<file path="src/irq_defs.svh">
// Purpose: Constants for the interrupt request and vector mapping logic
// Assumes: One clock, mclk at 50 MHz; asynchronous active-high reset
// Notes: Flag and request vectors are indexed by vector number
`ifndef IRQ_DEFS_SVH
`define IRQ_DEFS_SVH
// Overview of operation
// - Peripheral event sets its own flag bit
// - Each maskable source has its own enable bit; vector 1 ignores its enable bit
// - Maskable request only when flag and enable set; vector 1 needs only its flag
// - Request holds while its flag and enables stay set
// - Global enable gates every maskable request
// - Each vector except 0 and 5 fed by exactly one peripheral
// - Vector 0 reset, vector 1 unmaskable checksum
// - Vector 2 carries voltage monitor request
// - Vectors 3 and 4 carry port pin changes
// - Vector 6 carries real-time counter request
// - Vector 7 carries periodic tick request
// - Vector 8 overflow, or low underflow in split
// - Vector 9 high underflow in split mode
// - Vectors 10 to 12 timer A compares
// - Vector 13 carries timer B request

// Vector numbers
`define VEC_RESET 4'h0
`define VEC_CHECKSUM 4'h1
`define VEC_VOLTAGE 4'h2
`define VEC_FIRST_PORT 4'h3
`define VEC_SECOND_PORT 4'h4
`define VEC_RTC_COUNTER 4'h6
`define VEC_PERIODIC 4'h7
`define VEC_TIMER_A_OVF 4'h8
`define VEC_TIMER_A_HUNF 4'h9
`define VEC_TIMER_A_CMP0 4'ha
`define VEC_TIMER_B 4'hd

// Widths and masks
`define VEC_COUNT 14
`define VEC_W 4
`define CMP_CHANNELS 3
`define FLAGS_RESET 14'h0000
`define NONMASKABLE_MASK 14'h0002
`define MASKABLE_MASK 14'h3fdc
`define IMPLEMENTED_MASK 14'h3fde
`endif

</file>
<file path="src/irq_types_pkg.sv">
// Purpose: Types for the interrupt request and vector mapping logic
// Assumes: irq_defs.svh supplies widths
// Notes: Event fields are one-cycle pulses from the peripherals
`default_nettype none
`include "irq_defs.svh"

package irq_types_pkg;

	// Timer A counting mode
	typedef enum logic {
		timer_a_normal_mode,
		timer_a_split_mode
	} timer_a_mode_type;

	// Peripheral interrupt conditions
	typedef struct packed {
		logic checksum_scan_nonmaskable_irq;
		logic voltage_monitor_irq;
		logic first_port_pin_irq;
		logic second_port_pin_irq;
		logic rtc_counter_irq;
		logic periodic_tick_irq;
		logic timer_a_overflow_irq;
		logic timer_a_low_underflow_irq;
		logic timer_a_high_underflow_irq;
		logic [`CMP_CHANNELS-1:0] timer_a_compare_irq;
		logic [`CMP_CHANNELS-1:0] timer_a_low_compare_irq;
		logic timer_b_irq;
	} irq_event_type;

	// Request presented to the processor core
	typedef struct packed {
		logic valid;
		logic nonmaskable;
		logic [`VEC_W-1:0] vector;
	} core_request_type;

endpackage : irq_types_pkg

`default_nettype wire

</file>
<file path="src/irq_vector_logic.sv">
// Purpose: Interrupt flags, enables and vector selection for the core
// Assumes: Events, enables and clears are synchronous to mclk
// Notes: A set in the same cycle as a clear leaves the flag set
`timescale 1ns/1ps
`default_nettype none
`include "irq_defs.svh"

module irq_vector_logic
	import irq_types_pkg::*;
#(
	parameter int NUM_VECTORS = `VEC_COUNT
) (
	// Clock and reset
	input wire logic mclk,
	input wire logic rst,
	// Peripheral events
	input wire irq_event_type events,
	input wire timer_a_mode_type timer_a_mode,
	// Software control
	input wire logic global_enable,
	input wire logic [NUM_VECTORS-1:0] peripheral_irq_enable_register,
	input wire logic [NUM_VECTORS-1:0] flag_clear,
	// Software status
	output logic [NUM_VECTORS-1:0] peripheral_flag_register,
	// Processor core side
	output logic [NUM_VECTORS-1:0] irq_request,
	output core_request_type core_request,
	output logic reset_entry
);

	// Per-vector set pulses from the peripheral events
	function automatic logic [NUM_VECTORS-1:0] map_events(
		input irq_event_type ev,
		input timer_a_mode_type mode
	);
		logic [NUM_VECTORS-1:0] v;
		logic split;
		v = '0;
		split = (mode == timer_a_split_mode);
		v[`VEC_CHECKSUM] = ev.checksum_scan_nonmaskable_irq;
		v[`VEC_VOLTAGE] = ev.voltage_monitor_irq;
		v[`VEC_FIRST_PORT] = ev.first_port_pin_irq;
		v[`VEC_SECOND_PORT] = ev.second_port_pin_irq;
		v[`VEC_RTC_COUNTER] = ev.rtc_counter_irq;
		v[`VEC_PERIODIC] = ev.periodic_tick_irq;
		// Low underflow replaces overflow in split mode
		v[`VEC_TIMER_A_OVF] = split ? ev.timer_a_low_underflow_irq
			: ev.timer_a_overflow_irq;
		v[`VEC_TIMER_A_HUNF] = split & ev.timer_a_high_underflow_irq;
		for (int i = 0; i < `CMP_CHANNELS; i++) begin
			v[int'(`VEC_TIMER_A_CMP0) + i] = split ? ev.timer_a_low_compare_irq[i]
				: ev.timer_a_compare_irq[i];
		end
		v[`VEC_TIMER_B] = ev.timer_b_irq;
		return v;
	endfunction : map_events

	// Lowest-numbered set bit
	function automatic logic [`VEC_W-1:0] lowest_pending(
		input logic [NUM_VECTORS-1:0] req
	);
		logic [`VEC_W-1:0] idx;
		idx = '0;
		for (int i = NUM_VECTORS - 1; i >= 0; i--) begin
			if (req[i]) begin
				idx = `VEC_W'(i);
			end
		end
		return idx;
	endfunction : lowest_pending

	logic [NUM_VECTORS-1:0] flag_reg, flag_next;
	logic [NUM_VECTORS-1:0] request_reg, request_next;
	core_request_type core_reg, core_next;
	logic reset_entry_reg, reset_entry_next;
	logic [NUM_VECTORS-1:0] set_pulse;
	logic [NUM_VECTORS-1:0] gate;

	always_comb begin
		set_pulse = map_events(events, timer_a_mode);
		// Set wins over a clear in the same cycle
		flag_next = ((flag_reg & ~flag_clear) | set_pulse)
			& `IMPLEMENTED_MASK;
		// Maskable sources need their own and the global enable
		gate = peripheral_irq_enable_register
			& {NUM_VECTORS{global_enable}}
			& `MASKABLE_MASK;
		// Request follows flag and gate, so it drops when the flag or a maskable source's enables clear
		request_next = (flag_next & gate)
			| (flag_next & `NONMASKABLE_MASK);
		core_next.valid = |request_next;
		core_next.nonmaskable = request_next[`VEC_CHECKSUM];
		core_next.vector = lowest_pending(request_next);
		reset_entry_next = 1'b0;
	end

	always_ff @(posedge mclk or posedge rst) begin
		if (rst) begin
			flag_reg <= `FLAGS_RESET;
			request_reg <= `FLAGS_RESET;
			core_reg <= '{valid: 1'b0, nonmaskable: 1'b0, vector: `VEC_RESET};
			reset_entry_reg <= 1'b1;
		end else begin
			flag_reg <= flag_next;
			request_reg <= request_next;
			core_reg <= core_next;
			reset_entry_reg <= reset_entry_next;
		end
	end

	assign peripheral_flag_register = flag_reg;
	assign irq_request = request_reg;
	assign core_request = core_reg;
	assign reset_entry = reset_entry_reg;
endmodule : irq_vector_logic

`default_nettype wire

</file>
<file path="config.mk">
export PLATFORM = sky130hd
export DESIGN_NAME = irq_vector_logic
export DESIGN_NICKNAME = d
export VERILOG_FILES = /design/src/irq_types_pkg.sv /design/src/irq_vector_logic.sv
export VERILOG_INCLUDE_DIRS = /design/src
export SDC_FILE = /design/constraint.sdc
export NUM_CORES = 1
export LEC_CHECK = 0
export BUFFER_PORTS_ARGS = -buffer_cell sky130_fd_sc_hd__buf_2
export CAP_MARGIN = 30
export CORE_ASPECT_RATIO = 0.8
export CORE_MARGIN = 5
export CORE_UTILIZATION = 41
export CTS_CLUSTER_SIZE = 24
export DETAILED_ROUTE_END_ITERATION = 12
export PLACE_DENSITY = 0.82
export SYNTH_ARGS = -nofsm -noshare
export SYNTH_HDL_FRONTEND = slang
export SYNTH_SLANG_ARGS = --single-unit
</file>
<file path="constraint.sdc">
create_clock -name mclk -period 2.16 [get_ports mclk]
set_input_delay 0.432 -clock mclk [delete_from_list [all_inputs] [get_ports mclk]]
set_output_delay 0.432 -clock mclk [all_outputs]
set_load 0.05 [all_outputs]
</file>
Word level (Yosys, flattened, before mapping) --
Cells that the tools add are included.
Storage, ports and cells: bits of input ports 48, bits in registers 33, logic and storage cells 32
Cells by class: bitwise operators 7, muxes and demuxes 18, reductions and logical operators 1
Operator list (count):
- 2-to-1 mux 4 bit | 14
- AND 14 bit | 3
- inverter 14 bit | 1
- OR 14 bit | 1
- OR 14 x 2 -> 14 bit | 1
- OR reduction 14 bit | 1
- 2-to-1 mux 1 bit | 4
- AND 1 bit | 1

Longest topological paths before layout --
Gate-level depths: netlist (run 1).
depth in word-level cells 19, gate-level depth with buffers 6, depth with buffers taken out 5

Worst setup path after synthesis (run 1) --
OpenSTA, ideal clock, no wires.
path kind reg-to-reg, start point register flag_reg[7] (netlist: peripheral_flag_register[7]), end point register core_reg, in the netlist core_request[0], data required time 2036 ps, setup slack 232 ps, path buffers 0, library setup time 124 ps, arrival 1804 ps, cell stages (with the launch flop) 6, cells stage by stage dfrtp_1 > nor2b_1 > o211ai_1 > inv_1 > or4_1 > a211o_1
RTL lines:
- start: declaration | RTL line irq_vector_logic.sv:72 | logic [NUM_VECTORS-1:0] flag_reg, flag_next;
- start signal: assignment | RTL line irq_vector_logic.sv:99 | flag_reg <= `FLAGS_RESET;
- start signal: assignment | RTL line irq_vector_logic.sv:104 | flag_reg <= flag_next;
- end signal: assignment | RTL line irq_vector_logic.sv:101 | core_reg <= '{valid: 1'b0, nonmaskable: 1'b0, vector: `VEC_RESET};
- end signal: assignment | RTL line irq_vector_logic.sv:106 | core_reg <= core_next;
- end: declaration | RTL line irq_vector_logic.sv:74 | core_request_type core_reg, core_next;

==> summary.md, run 1 <==
| Metric | Value |
|---|---|
| Top cells by count, synth | 28 x dfrtp_1, 8 x nand2_1, 7 x inv_1, 7 x nor2b_1, 7 x or2_2 |
| RSZ-0062 raised after global routing | no |
| Hold violation count in the final report | 0 |
| FFs w/ async S/R, synth | 100% |
| Vias per cell | around 4.6 |
| Most used DFF post-synth | dfrtp_1 |
| Post-synth EDFFs | 0 |
| Cell count after synthesis | between 100 and 150 |
| Most common cell in the netlist | dfrtp_1 |
| Synth top area share | roughly 54% |
| Slowest stage delay, CP | around 0.54 ns |
| Drt initial violations | 47 |
| Fin nets | 238 |
| Clock Sinks | 29 |
| Final worst setup slack | roughly 0.3 ns |
| Initial Utilization | between 40 and 50% |
| CP Class | reg -> reg |
| WL final | 2900 um |
| Placer congestion estimate | 0.742 |
| Yosys warns | 0 |
| First drt pass iteration count | 4 |
| Maximum fanout along the worst path | 3 |
| Largest register FFs | 12 |
| IO buf count | between 70 and 80 |
| Setup_tns | 0 ns |
| Met2 Use GR | between 20% and 30% |
| Via count | between 1,000 and 1,500 |
| Die height | around 60 um |
| Total GRT Usage | between 10% and 20% |
| Ant diodes | 0 |
| CTS tree | yes |
| Top cells by area, synth | dfrtp_1 54%, buf_4 3.5%, nor2b_1 3.4%, or2_2 3.4%, mux2_4 2.3% |
| Largest area contributor in the netlist | dfrtp_1 |
| Root Driver | clkbuf_8 |
| DP HPWL | 2410 um |
| Max-cap violation count | 0 |
| Critical-path cell with the highest stage delay | or4_1 |
| First-pass GRT wire length | 4910 um |
| Slew Limit Fails | 0 |
| Hold WS | ~0.21 ns |
| Yosys cell types | 34 |
| Fin crit share | 86.5% |
| DRT antenna net count | 0 |
| Clock-pin slew on the worst setup and hold paths | roughly 0.060 ns |
| Design area | between 0.0015 and 0.002 mm^2 |
| CTS H-Tree Depth | 2 |
| CP Launch Type | flip-flop |
| Sequential fraction of the synthesis area | 56.5% |
| Post_cts resized | 0 |
| Fillers | approximately 280 |
| Leakage | 0.964 nW |
| Initial antenna violation count | 0 |
| Met3 GRT Util | approximately 5.9% |
| Dpl ws | roughly 0.20 ns |
| GRT overflow | 0 |
| IO Pins | 83 |
| DRC | 0 |
| CTS buffer count | 5 |
| Later-pin clock latency in the skew report | ~0.27 ns |
| Layout cells sized above 1 | just under 50% |
| Status | finished clean |
| Postcts setup bufs | 0 |
| Critical Path Sink Type | flip-flop |
| Core area | ~0.0031 mm^2 |
| Clk_skew | around 0.0022 ns |
| Drt wl/cell | about 13 um |
| Worst Path Required | approximately 2.3 ns |
| P per Cell Area | 775 mW/mm^2 |
| Die Wd | slightly above 70 um |
| Hold-fix buffers, CTS | 0 |
| CP Cell Sequence | nor2b_1, o211ai_1, inv_1, or4_1, a211o_1 |
| Max Root-Sink Buffers | 2 |
| Avg Synthesized Cell Area | about 11 um^2 |
| Count of state elements after synthesis | 29 |
| Setup-failing EPs final | 0 |
| Worst Hold Class | in -> async |
| Largest net degree at the start of global routing | 30 |
| Cell Area, Synth | 0.00129 mm^2 |
| Period minus WS final | 1.87 ns |
| Vias in the first global route | between 1,000 and 1,500 |
| Rows | 18 |
| GR peak layer | met2 |
| Die ar. | approximately 0.0044 mm^2 |
| Maximum vdd drop | approximately 0.29 mV |
| Met1 Resource Use GR | a little under a fifth |
| Peak Freq | ~0.54 GHz |
| Synth-to-Final Area Change | 35.2% |
| Placed inst area | about 0.0017 mm^2 |
| WP data arrival | about 2.0 ns |
## through the flow
stage	utilization [%]	instances	power [mW]
2_1_floorplan	-	117	0.862
3_3_place_gp	54.1	223	0.945
3_5_place_dp	54.1	223	0.950
4_1_cts	56.8	231	1.36
5_1_grt	56.8	231	1.42
6_report	56.8	231	1.35
## cells in the final DEF, fill, tap and decap left out, drive strengths merged, types with 3 or more instances in the layout
| cell type | count |
|---|---|
| buf | 74 |
| dfrtp | 28 |
| nand2 | 8 |
| nor2b | 7 |
| or2 | 7 |
| inv | 7 |
| clkbuf | 6 |
| nor2 | 5 |
| conb | 5 |
| nand2b | 4 |
| a21oi | 4 |
| o211ai | 3 |
| a21boi | 3 |
## critical path, delay by kind of cell (launching register included)
kind / cells / cell delay, ns
AOI/OAI and AO/OA: 2 / 0.56
buffers and inverters: 1 / 0.13
DFF: 1 / 0.38
and+or+nand+nor: 2 / 0.67
## per-layer routing
| layer | up-vias | part of all wire [%] |
|---|---|---|
| li1 | 520 | - |
| met1 | 481 | 40 |
| met2 | 44 | 48 |
| met3 | 8 | 10 |
| met4 | 0 | 1.8 |
| met5 | - | 0 |
## cells by family (layout without fill, tap and decap cells)
group / Yosys count / after routing / synth area share, %
multiplexers: 4 / 4 / 3.89
AO/OA/AOI/OAI: 23 / 23 / 14.5
AND/OR/NAND/NOR: 41 / 41 / 17.6
buffers and inverters: 15 / 89 / 7.29
flip-flops: 29 / 29 / 56.5
other: 1 / 5 / 0.291
## power by group
part / switching, mW / internal (mW) / total [mW]
sequential: 0.0119 / 0.580 / 0.591
combinational: 0.246 / 0.101 / 0.347
clock: 0.188 / 0.222 / 0.411
## final timing paths
path / start / end / slack, ns / cells after the start
max: peripheral_flag_register[7] / core_request[0] / 0.29 / 5
max reg2reg: peripheral_flag_register[7] / core_request[0] / 0.29 / 5
min: rst / peripheral_flag_register[10] / 0.21 / 3
max in group asynchronous: rst / reset_entry / 1.65 / 3
min reg2reg: peripheral_flag_register[8] / peripheral_flag_register[8] / 0.50 / 2
min in group mclk: events[0] / peripheral_flag_register[13] / 0.35 / 3
## final cells by class
class                   count  area [um^2]  area share [%]
flip-flops and latches     29          727            41.8
clock inverters             2         10.0           0.575
clock buffers               6         72.6            4.17
repair buffers             74          373            21.4
well taps                  40         50.0            2.88
multi-input cells          73          482            27.7
inverters                   7         26.3            1.51
Power figures use the tool's default switching activity.
==> run 2, diff against run 1 <==
==> constraint.sdc (replaced) <==
create_clock -name mclk -period 2.16 [get_ports mclk]
set_input_delay 0.108 -clock mclk [delete_from_list [all_inputs] [get_ports mclk]]
set_output_delay 0.108 -clock mclk [all_outputs]
set_load 0.05 [all_outputs]
==> summary.md, run 2 (same netlist as run 1, synthesis figures left out) <==
| Metric | Value |
|---|---|
| Status | finished clean |
| Worst R2R Setup Slack | 0.30 ns |
| IO buf count | 73 |
| GRT overflow | 0 |
| Peak Freq | ~0.54 GHz |
| CP Launch Type | flip-flop |
| Max-cap violation count | 0 |
| Hold-fix buffers, CTS | 1 |
| Largest register FFs | 12 |
| Slowest stage delay, CP | roughly 0.54 ns |
| CP Cell Sequence | nor2b_1, o211ai_1, inv_1, or4_1, a211o_1 |
| P per Cell Area | between 800 and 900 mW/mm^2 |
| Hold violation count in the final report | 0 |
| Footprint of the multi-input gates | between 400 and 500 um^2 |
| Initial Utilization | a little over two fifths |
| Layout cells sized above 1 | 49.5% |
| Rows | 18 |
| DRT antenna net count | 0 |
| Critical Path Sink Type | flip-flop |
| Commonest non-fill, non-tap cell in the layout | buf_2 |
| CTS tree | yes |
| Clock-pin slew on the worst setup and hold paths | about 0.060 ns |
| Layout Utilization | about three fifths |
| Period minus WS final | around 1.9 ns |
| Vias in the first global route | 1,096 |
| Clock Sinks | 29 |
| Drt initial violations | 72 |
| Critical-path cell with the highest stage delay | or4_1 |
| Clk_skew | about 0.0045 ns |
| Postcts setup bufs | 0 |
| WP data arrival | 2.02 ns |
| Leakage | slightly below 1 nW |
| Vias per cell | between 4 and 5 |
| Total GRT Usage | between 15 and 20% |
| Worst Path Required | about 2.3 ns |
| Most frequent cells in the layout | 73 x buf_2, 28 x dfrtp_1, 8 x nand2_1 |
| Die ar. | ~0.0044 mm^2 |
| CP Class | reg -> reg |
| Die Wd | 72.7 um |
| WL final | between 3000 and 4000 um |
| Die height | about 60 um |
| Initial antenna violation count | 0 |
| Via count | 1,072 |
| Placer congestion estimate | between 0.7 and 0.8 |
| CTS H-Tree Depth | 2 |
| Max Root-Sink Buffers | 2 |
| Worst reg2reg endpoint | core_request[0] |
| Post_cts resized | 0 |
| Maximum fanout along the worst path | 3 |
| Synth-to-Final Area Change | 39.9% |
| Placed Instances | between 200 and 250 |
| First-pass GRT wire length | between 5000 and 6000 um |
| Maximum vdd drop | around 0.36 mV |
| DP HPWL | between 2000 and 3000 um |
| CTS buffer count | 5 |
| Final Non-Filler Cells | 232 |
| Hold WS | 0.0216 ns |
| Final worst setup slack | 0.303 ns |
| Dpl ws | between 0.3 and 0.4 ns |
| Fillers | approximately 270 |
| Later-pin clock latency in the skew report | between 0.2 and 0.3 ns |
| Core area | approximately 0.0031 mm^2 |
| Drt wl/cell | 13.9 um |
| Root Driver | clkbuf_8 |
| Reg area | ~730 um^2 |
| Fin nets | between 200 and 250 |
| Worst Reg2Reg Path Length in Cells | 5 |
| Setup-failing EPs final | 0 |
| Fin crit share | between 80% and 90% |
| End point of the critical path | core_request[0] |
| Beginning of the critical path | peripheral_flag_register[7] |
| DRC | 0 |
| Relative slew slack | 58.7% |
| Ant diodes | 0 |
| Slew Limit Fails | 0 |
| IO Pins | 83 |
| Setup_tns | 0 ns |
| First drt pass iteration count | 4 |
| Actual slew at the worst max-slew pin | between 0.6 and 0.7 ns |
| RSZ-0062 raised after global routing | no |
| Crit Reg-Reg Startpoint | peripheral_flag_register[7] |
| Worst Hold Class | in -> reg |
| Largest net degree at the start of global routing | 17 |
==> run 2: cell types whose count changed in the layout (fill, tap and decap cells not counted) <==
cell           change
bufinv_16          +2
clkbuf_1           -1
clkinv_2           -1
dlygate4sd3_1      +1
==> run 2: worst min-delay path by stage <==
stage / from / slack [ns] / end / cells after the start
CTS: events[0] / 0.01 / peripheral_flag_register[13] / 3
global placement: rst / 0.21 / peripheral_flag_register[10] / 2
floorplan: rst / 0.19 / core_request[0] / 1
finish: events[0] / 0.02 / peripheral_flag_register[13] / 3
detailed placement: rst / 0.21 / peripheral_flag_register[10] / 2
global route: events[10] / 0.03 / peripheral_flag_register[7] / 2
==> run 2: cell type report <==
cell class	count	area share [%]
sequential	29	40.3
multi-input combinational	73	26.7
timing repair buffer	75	21.2
clock buffer	5	3.82
clock inverter	3	3.61
tap	40	2.78
inverter	7	1.46
==> run 2: worst max-delay path: cells and delay by family, from the launching register on <==
kind / cells / cell delay (ns)
DFF: 1 / 0.38
AOI/OAI and AO/OA: 2 / 0.56
buffers and inverters: 1 / 0.13
and+or+nand+nor: 2 / 0.68
==> run 2: through the flow <==
step,area (um^2),total power [mW]
6_report,1800,1.60
5_1_grt,1800,1.67
4_1_cts,1800,1.62
3_5_place_dp,1660,0.953
3_3_place_gp,1660,0.946
2_1_floorplan,1300,0.862
==> run 2: power by group <==
group	switching [mW]	leakage [nW]	internal, mW
sequential	0.0132	0.347	0.579
clock	0.202	0.0681	0.458
combinational	0.250	0.576	0.102
==> run 2: metal layers <==
layer | track usage, % | share of wire (%) | up-vias
li1 | - | - | 522
met1 | 18.3 | 39 | 502
met2 | 27.5 | 51 | 44
met3 | 3.36 | 8.6 | 4
met4 | 8.68 | 1.7 | 0
met5 | 0 | 0 | -
==> run 3, diff against run 2 <==
CORE_ASPECT_RATIO = 1.75   (was 0.8)
PLACE_DENSITY = 0.87   (was 0.82)
==> summary.md, run 3 (same netlist as run 1, synthesis figures left out) <==
| Metric | Value |
|---|---|
| Worst Hold Class | in -> reg |
| Die ar. | 0.00441 mm^2 |
| First drt pass iteration count | 4 |
| Peak Freq | around 0.55 GHz |
| Fin nets | approximately 240 |
| IO buf count | 73 |
| Fin crit share | between 80% and 90% |
| Clk_skew | 0.00550 ns |
| CP Class | reg -> reg |
| Period minus WS final | about 1.8 ns |
| Layout Utilization | ~58% |
| Rows | 27 |
| Die Wd | roughly 52 um |
| Hold Crit Depth | 3 |
| CTS tree | yes |
| Maximum vdd drop | ~0.41 mV |
| Setup-failing EPs final | 0 |
| Root Driver | clkbuf_8 |
| Drt wl/cell | 12.6 um |
| DP HPWL | 2380 um |
| Max-cap violation count | 0 |
| Placed Instances | roughly 230 |
| Largest register FFs | 12 |
| Worst Reg2Reg Path Length in Cells | 5 |
| Hold WS | between 0.015 and 0.02 ns |
| Slowest stage delay, CP | 0.54 ns |
| Crit Reg-Reg Startpoint | peripheral_flag_register[7] |
| GRT overflow | 0 |
| Hold violation count in the final report | 0 |
| Actual slew at the worst max-slew pin | ~0.5 ns |
| Die height | 84.1 um |
| Relative slew slack | around two thirds |
| Critical-path cell with the highest stage delay | or4_1 |
| Hold_sp | events[0] |
| Vias in the first global route | between 1,000 and 1,500 |
| IO Pins | between 80 and 90 |
| Initial antenna violation count | 0 |
| RSZ-0062 raised after global routing | no |
| Commonest non-fill, non-tap cell in the layout | buf_2 |
| Final worst setup slack | 0.335 ns |
| P per Cell Area | 800 mW/mm^2 |
| Max Root-Sink Buffers | 2 |
| Maximum fanout along the worst path | 3 |
| Worst reg2reg endpoint | core_request[0] |
| CP Launch Type | flip-flop |
| Buf+Inv Stages, Crit Path | 1 |
| Total GRT Usage | between 10% and 20% |
| Largest net degree at the start of global routing | 30 |
| Clock Sinks | 29 |
| Via count | between 1,000 and 1,500 |
| Dpl ws | between 0.3 and 0.4 ns |
| Initial Utilization | a little over two fifths |
| Critical Path Sink Type | flip-flop |
| Core area | 0.00307 mm^2 |
| WP data arrival | just under 2 ns |
| CTS buffer count | 5 |
| Final Non-Filler Cells | ~240 |
| Leakage | approximately 1 nW |
| Worst R2R Setup Slack | around 0.34 ns |
| Later-pin clock latency in the skew report | approximately 0.28 ns |
| Hold EP | peripheral_flag_register[13] |
| DRC | 0 |
| Worst Path Required | between 2 and 2.5 ns |
| Ant diodes | 0 |
| Slew Limit Fails | 0 |
| Setup_tns | 0 ns |
| First-pass GRT wire length | roughly 4700 um |
| CP Cell Sequence | nor2b_1, o211ai_1, inv_1, or4_1, a211o_1 |
| Drt initial violations | 21 |
| Synth-to-Final Area Change | 37.7% |
| WL final | 2970 um |
| DRT antenna net count | 0 |
| Vias per cell | 4.54 |
| Critical path's top delay family | simple AND/OR/NAND/NOR gates |
| Clock-pin slew on the worst setup and hold paths | 0.06 ns |
| Layout cells sized above 1 | 49.5% |
| Placer congestion estimate | around 0.78 |
| Most frequent cells in the layout | 73 x buf_2, 28 x dfrtp_1, 8 x nand2_1 |
| CTS H-Tree Depth | 2 |
| Status | finished clean |
## run 3: changes by cell type in the layout (fill, tap and decap cells not counted), sizes merged
cell,change
bufinv,-2
clkbuf,+2
## run 3: repair_timing
action | CTS | global route
endpoints found under the setup margin | 0 | 0
endpoints found under the hold margin | 28 | 0
hold buffers | 1 | 0
resized for setup | 0 | 0
buffers inserted | 0 | 0
## run 3: worst max path at each step
stage,startpoint,end,slack (ns),depth (start not counted)
finish,peripheral_flag_register[7],core_request[0],0.34,5
global route,peripheral_flag_register[7],core_request[0],0.22,5
CTS,peripheral_flag_register[7],core_request[0],0.32,5
detailed placement,peripheral_flag_register[7],core_request[0],0.34,5
global placement,peripheral_flag_register[7],core_request[0],0.40,5
floorplan,peripheral_flag_register[7],core_request[0],0.23,5
## run 3: power breakdown
group | total (mW) | internal (mW) | switching, mW
combinational | 0.349 | 0.102 | 0.247
sequential | 0.590 | 0.579 | 0.0109
clock | 0.479 | 0.287 | 0.192
total | 1.42 | 0.969 | 0.449
## run 3: layout make-up
class / count / area (um^2)
repair buffers: 75 / 383
clock inverters: 1 / 5.00
inverters: 7 / 26.3
well taps: 43 / 53.8
flip-flops and latches: 29 / 727
clock buffers: 7 / 96.3
multi-input cells: 73 / 482
fillers: 280 / 1300
## run 3: per-stage QoR
stage	instance area [um^2]	power [mW]
floorplan	1300	0.862
global placement	1660	0.945
detailed placement	1660	0.949
CTS	1770	1.43
global route	1770	1.49
finish	1770	1.42
## run 3: worst register-to-register path, delay by kind of cell (launching register included)
family | cells | cell delay (ns)
AND/OR/NAND/NOR | 2 | 0.68
AO/OA/AOI/OAI | 2 | 0.53
flip-flops | 1 | 0.37
buffers and inverters | 1 | 0.13
## run 3: layer usage
layer	vias to the layer above	global-route usage (%)	routed length [um]
met5	-	0	0
met4	0	7.21	55
met3	7	5.15	219
met2	35	27.0	1750
met1	504	12.6	944
li1	521	-	-
